$ cat config.mk
export PLATFORM = sky130hd
export DESIGN_NAME = tawg_guard
export DESIGN_NICKNAME = d
export VERILOG_FILES = /design/src/pkg/tawg_pkg.sv /design/src/core/tawg_countdown.sv /design/src/core/tawg_guard.sv
export SDC_FILE = /design/constraint.sdc
export NUM_CORES = 1
export LEC_CHECK = 0
export BUFFER_PORTS_ARGS = -buffer_cell sky130_fd_sc_hd__clkbuf_2
export CAP_MARGIN = 10
export CORE_MARGIN = 10
export CORE_UTILIZATION = 50
export CTS_BUF_LIST = sky130_fd_sc_hd__clkbuf_8
export CTS_CLUSTER_DIAMETER = 80
export CTS_CLUSTER_SIZE = 25
export DETAILED_ROUTE_END_ITERATION = 8
export PLACE_DENSITY = 0.8
export SLEW_MARGIN = 20
export SYNTH_ARGS = -nofsm -noshare
export SYNTH_HDL_FRONTEND = slang
export SYNTH_SLANG_ARGS = --single-unit
$ cat constraint.sdc
create_clock -name clk -period 2.2 [get_ports clk]
set_clock_uncertainty 0.15 [all_clocks]
set_input_delay 0 -clock clk [delete_from_list [all_inputs] [get_ports clk]]
set_output_delay 0 -clock clk [all_outputs]
set_load 0.01 [all_outputs]
$ cat src/pkg/tawg_pkg.sv
// tawg_pkg: constants for the timed access write guard.
// assumes an 8-bit special function register bus with single-cycle writes.
package tawg_pkg;
  // ******************************************************************
  // register map
  // ******************************************************************
  localparam logic [7:0] UNLOCK_KEY_ADDR = 8'hC7;
  localparam logic [7:0] CHIP_CONTROL_ADDR = 8'h9F;
  localparam logic [7:0] PROGRAM_TRIGGER_ADDR = 8'hA4;
  localparam logic [7:0] POWER_MONITOR_CONTROL_ADDR = 8'hAC;
  localparam logic [7:0] WATCHDOG_CONTROL_ADDR = 8'hAA;
  localparam logic [7:0] UNLOCK_KEY_RESET = 8'h00;
  localparam logic [7:0] PROT_RESET = 8'h00;
  // ******************************************************************
  // key values and timing
  // ******************************************************************
  localparam logic [7:0] KEY_FIRST = 8'hAA;
  localparam logic [7:0] KEY_SECOND = 8'h55;
  localparam int KEY_WAIT_MC = 3;
  localparam int WINDOW_MC = 3;
  localparam int MC_CLOCKS = 1;
  localparam int KEY_WAIT_CLOCKS = KEY_WAIT_MC * MC_CLOCKS;
  localparam int WINDOW_CLOCKS = WINDOW_MC * MC_CLOCKS;
  localparam int CNT_W = 4;
endpackage

$ cat src/core/tawg_countdown.sv
// tawg_countdown: loadable down-counter with an active flag.
// assumes load and the counted clock share the guard's clock.
`timescale 1ns/10ps
module tawg_countdown #(
  parameter int W = 4
) (
  input wire logic clk,
  input wire logic rstn,
  input wire logic load,
  input wire logic clear,
  input wire logic [W-1:0] load_value,
  output logic active,
  output logic last
);
  logic [W-1:0] count;

  always_ff @(posedge clk or negedge rstn) begin
    if (!rstn) begin
      count <= '0;
    end else if (load) begin
      count <= load_value;
    end else if (clear) begin
      count <= '0;
    end else if (count != '0) begin
      count <= count - 1'b1;
    end
  end

  assign active = (count != '0);
  // final counted cycle: lets a registered copy of active drop on time
  assign last = (count == W'(1));
endmodule // tawg_countdown

$ cat src/core/tawg_guard.sv
// tawg_guard: timed access guard for the protected control registers.
// assumes one core write per clock, address/data valid while wr_en is high.
// a machine cycle is MC_CLOCKS clocks of clk.
//
// Overview of operation
// - unlock needs first key then second key written to key register, in order.
// - first key starts a wait; second key must arrive within three machine cycles.
// - window stays open exactly three machine cycles for protected writes.
// - protected writes outside the window are dropped, register unchanged.
// - window closes itself; a fresh unlock is needed afterwards.
// - protected registers and key register read freely at all times.
// - protected set is chip control, program trigger, power monitor, watchdog.
// - a protected write landing after the window leaves the register unchanged.
`timescale 1ns/10ps
module tawg_guard (
  input wire logic clk,
  input wire logic rstn,
  input wire logic wr_en,
  input wire logic rd_en,
  input wire logic [7:0] addr,
  input wire logic [7:0] wdata,
  output logic [7:0] rdata,
  output logic [7:0] unlock_key_register,
  output logic [7:0] chip_control_reg,
  output logic [7:0] program_trigger_reg,
  output logic [7:0] power_monitor_control_reg,
  output logic [7:0] watchdog_control_reg,
  output logic window_open
);
  localparam int W = tawg_pkg::CNT_W;

  // elaboration check: both counts must fit the shared counter width
  if (tawg_pkg::KEY_WAIT_CLOCKS >= (1 << W) || tawg_pkg::WINDOW_CLOCKS >= (1 << W)) begin : g_chk
    $error("tawg_guard: counter width too small");
  end

  // ******************************************************************
  // decode
  // ******************************************************************
  logic key_wr;
  logic first_key;
  logic second_key;
  logic wait_active;
  logic win_active;
  logic win_last;
  logic prot_ok;
  logic hit_chip;
  logic hit_trig;
  logic hit_power;
  logic hit_watchdog;

  assign key_wr = wr_en && (addr == tawg_pkg::UNLOCK_KEY_ADDR);
  assign first_key = key_wr && (wdata == tawg_pkg::KEY_FIRST);
  // second key only counts while the wait is running; late ones are ignored
  assign second_key = key_wr && (wdata == tawg_pkg::KEY_SECOND) && wait_active;
  assign prot_ok = wr_en && win_active;
  // only these four addresses are gated; every other write passes untouched
  assign hit_chip = prot_ok && (addr == tawg_pkg::CHIP_CONTROL_ADDR);
  assign hit_trig = prot_ok && (addr == tawg_pkg::PROGRAM_TRIGGER_ADDR);
  assign hit_power = prot_ok && (addr == tawg_pkg::POWER_MONITOR_CONTROL_ADDR);
  assign hit_watchdog = prot_ok && (addr == tawg_pkg::WATCHDOG_CONTROL_ADDR);

  // ******************************************************************
  // timers
  // ******************************************************************
  // wait for second key; any other key write abandons it
  tawg_countdown #(.W(W)) u_wait (
    .clk(clk),
    .rstn(rstn),
    .load(first_key),
    .clear(key_wr && !first_key),
    .load_value(W'(tawg_pkg::KEY_WAIT_CLOCKS)),
    .active(wait_active),
    .last()
  );

  // open window, closes by itself when the count runs out
  tawg_countdown #(.W(W)) u_window (
    .clk(clk),
    .rstn(rstn),
    .load(second_key),
    .clear(1'b0),
    .load_value(W'(tawg_pkg::WINDOW_CLOCKS)),
    .active(win_active),
    .last(win_last)
  );

  always_ff @(posedge clk or negedge rstn) begin
    if (!rstn) begin
      window_open <= 1'b0;
    end else begin
      // registered twin of win_active: drops with the last counted cycle, not one later
      window_open <= second_key || (win_active && !win_last);
    end
  end

  // ******************************************************************
  // registers
  // ******************************************************************
  always_ff @(posedge clk or negedge rstn) begin
    if (!rstn) begin
      unlock_key_register <= tawg_pkg::UNLOCK_KEY_RESET;
    end else if (key_wr) begin
      unlock_key_register <= wdata;
    end
  end

  always_ff @(posedge clk or negedge rstn) begin
    if (!rstn) begin
      chip_control_reg <= tawg_pkg::PROT_RESET;
    end else if (hit_chip) begin
      chip_control_reg <= wdata;
    end
  end

  always_ff @(posedge clk or negedge rstn) begin
    if (!rstn) begin
      program_trigger_reg <= tawg_pkg::PROT_RESET;
    end else if (hit_trig) begin
      program_trigger_reg <= wdata;
    end
  end

  always_ff @(posedge clk or negedge rstn) begin
    if (!rstn) begin
      power_monitor_control_reg <= tawg_pkg::PROT_RESET;
    end else if (hit_power) begin
      power_monitor_control_reg <= wdata;
    end
  end

  always_ff @(posedge clk or negedge rstn) begin
    if (!rstn) begin
      watchdog_control_reg <= tawg_pkg::PROT_RESET;
    end else if (hit_watchdog) begin
      watchdog_control_reg <= wdata;
    end
  end

  // reads ignore the window entirely
  always_ff @(posedge clk or negedge rstn) begin
    if (!rstn) begin
      rdata <= 8'h00;
    end else if (rd_en) begin
      unique case (addr)
        tawg_pkg::UNLOCK_KEY_ADDR: rdata <= unlock_key_register;
        tawg_pkg::CHIP_CONTROL_ADDR: rdata <= chip_control_reg;
        tawg_pkg::PROGRAM_TRIGGER_ADDR: rdata <= program_trigger_reg;
        tawg_pkg::POWER_MONITOR_CONTROL_ADDR: rdata <= power_monitor_control_reg;
        tawg_pkg::WATCHDOG_CONTROL_ADDR: rdata <= watchdog_control_reg;
        default: rdata <= 8'h00;
      endcase
    end
  end
endmodule // tawg_guard

==> impl_metrics.py <==
metrics = {
    "outcome": {
        "status": "complete, no violations",
    },
    "power_and_ir_drop": {
        "swShare_pct": 31.3,
        "ir_drop_uv": 418,
        "combPwrFrac_pct": 22.6,
        "seqPwrFrac_pct": 43.6,
        "p_int_uw": 2040,
        "power_uw": 2980,
        "p_leak_uw": 0.00175,
        "clock_power_share_pct": 33.8,
        "switchingPower_uw": 933,
        "power_density_mw_per_mm2": 839,
    },
    "logic_synthesis": {
        "synth_warnings": 0,
        "synth-edff-count": 0,
        "netlist_instances": 214,
        "yosysSeqAreaShare_pct": 50.4,
        "yosysTopAreaCellShare_pct": 50.4,
        "ys_types": 43,
        "synth_area_leader_cell": "dfrtp_1",
        "synth_seq_cells": 57,
        "synth_flop_cell": "dfrtp_1",
        "ys_async_sr_fraction_pct": 100,
        "postSynthAreaPerCell_um2": 13.2,
        "syn_area_mm2": 0.00283,
        "syn_nets": 238,
        "synthTopCellsByCount": "dfrtp_1, mux2_2, nor2_1",
        "yosysMostFrequentCell": "dfrtp_1",
        "synth_area_leaders": "dfrtp_1, mux2_2, mux2_4",
    },
    "final_layout": {
        "num-fill-cells": 423,
        "seq_area_mm2": 0.00143,
        "nets": 324,
        "stdcell_count": 377,
        "drive_above_1_share_pct": 47.2,
        "finalInstanceArea_mm2": 0.00354,
        "multi_input_area_mm2": 0.00129,
        "area_delta_synth_final_pct": 25.3,
        "antenna_cells": 0,
    },
    "setup_path": {
        "required_ns": 2.27,
        "worstSetupPathType": "flip-flop to flip-flop",
        "arrival_ns": 2.14,
        "r2r_end": "program_trigger_reg[5]",
        "reg2reg_depth": 6,
        "end_kind": "flip-flop",
        "start_kind": "flip-flop",
        "r2r_slack_ns": 0.13,
        "reg2reg_from": "u_window.count[0]",
        "critPathMaxFanout": 8,
    },
    "floorplanning": {
        "ios": 69,
        "fp.coreArea_mm2": 0.00551,
        "die_w_um": 95.2,
        "dieArea_mm2": 0.00907,
        "initial_core_util_pct": 51.4,
        "fp-row-count": 27,
        "die_h_um": 95.2,
    },
    "grt": {
        "overflow": 0,
        "grt_util_all_layers_pct": 17.7,
        "grt_pass1_wl_um": 12200,
        "antenna_found_initial": 0,
        "first_global_vias": 2330,
        "grt_max_degree": 36,
    },
    "routing": {
        "vias": 2191,
        "ant_nets": 0,
        "drt_iter0_markers": 142,
        "drt_pre_antenna_iters": 4,
        "wire_per_inst_um": 20.4,
        "viasPerCell": 5.81,
        "wirelength_um": 7710,
        "drc": 0,
    },
    "clock_tree": {
        "clk_latency_ns": 0.35,
        "cts_tree": "done",
        "path_clk_slew_ns": 0.08,
        "clockRootBuffer": "clkbuf_8",
        "clock_path_buffers": 2,
        "numCtsBuffers": 9,
        "ctsHtreeMaxLevel": 3,
        "clock_sinks": 57,
    },
    "sta": {
        "hold_violations": 0,
        "post-route-min-period_ns": 2.07,
        "rsz0062_at_grt": "no",
        "tightest_slew_ns": 0.618,
        "fin_setup_tns_ns": 0,
        "fin_crit_sh_pct": 93.9,
        "slew_viol_final": 0,
        "fmax_mhz": 484,
        "hold_ws_ns": 0.0366,
        "maxSlewHeadroom_pct": 58.8,
        "setup_viol": 0,
    },
    "hold_path": {
        "holdCritPathClass": "input port to async pin",
    },
    "placed_design": {
        "placed_cell_area_mm2": 0.00323,
        "hpwl_um": 5570,
        "portBuffers": 68,
        "globalplace.congestion": 0.884,
        "dp_cells": 350,
    },
    "job": {
        "cap_violations": 0,
    },
}
==> per-stage QoR <==
stage,util (%),worst slack [ns]
after floorplan,-,0.277
after global placement,58.6,0.0992
after detailed placement,58.6,-0.0157
after CTS,64.1,0.0924
after global routing,64.4,0.0161
final,64.4,0.134
==> power groups by stage <==
stage	sequential, µW	combinational, µW	clock (µW)
global route	1320	755	1070
finish	1300	672	1010
CTS	1300	665	1010
global placement	1310	615	0
detailed placement	1310	649	0
floorplan	1320	406	0
==> worst max path at each step <==
| stage | start | end | depth (start not counted) |
|---|---|---|---|
| floorplan | u_window.count[0] | program_trigger_reg[0] | 7 |
| global placement | u_window.count[0] | program_trigger_reg[2] | 6 |
| detailed placement | u_window.count[0] | program_trigger_reg[3] | 6 |
| CTS | u_window.count[0] | program_trigger_reg[0] | 6 |
| global route | u_window.count[0] | program_trigger_reg[5] | 6 |
| finish | u_window.count[0] | program_trigger_reg[5] | 6 |
==> kinds of logic (layout without fill, tap and decap cells) <==
family,count (synthesis),after routing,share of synthesized area [%]
AO/OA/AOI/OAI,38,38,9.91
XOR/XNOR,4,4,1.24
adder cells (fa/ha/maj),4,4,1.77
buffers and inverters,17,108,4.29
flip-flops,57,57,50.4
multiplexers,48,48,19.9
AND/OR/NAND/NOR,46,46,12.4
==> area by class of cell <==
type | count | area share, %
clock buffer | 9 | 3.49
inverter | 5 | 0.529
timing repair buffer | 87 | 14.7
multi-input combinational | 140 | 36.3
sequential | 57 | 40.2
tap | 72 | 2.54
clock inverter | 7 | 2.19
==> layout by cell type, fill, tap and decap left out, types with 5 or more instances in the layout <==
cell type | Yosys | layout
clkbuf_8 | 0 | 9
dfrtp_1 | 57 | 57
o2bb2ai_1 | 7 | 7
mux2i_1 | 8 | 8
a21oi_1 | 11 | 11
clkbuf_2 | 1 | 68
mux2_4 | 9 | 9
a32o_1 | 8 | 8
nor3_1 | 5 | 5
nor2_1 | 13 | 13
dlygate4sd3_1 | 0 | 10
buf_4 | 0 | 8
a22oi_1 | 8 | 8
inv_1 | 5 | 5
mux2_2 | 31 | 31
==> critical path: stages, from the launching register on <==
cell,delay [ns]
dfrtp_1,0.39
inv_1,0.09
ha_1,0.23
nor3b_4,0.34
nor2b_4,0.09
and4b_2,0.34
mux2_4,0.32
==> timing repair <==
item                                    4_1_cts  5_1_grt
hold endpoints to repair                    107        0
hold buffers                                 10        0
pin swaps                                     0        1
endpoints found under the setup margin        1        2
resized for setup                             1        1
setup buffers                                 0        1
==> layer usage <==
layer	share of wire (%)	track usage, %
met3	7.5	4.95
met2	47	27.2
met1	42	22.4
met4	3.1	8.48
met5	0	0
(Power assumes the default switching activity.)
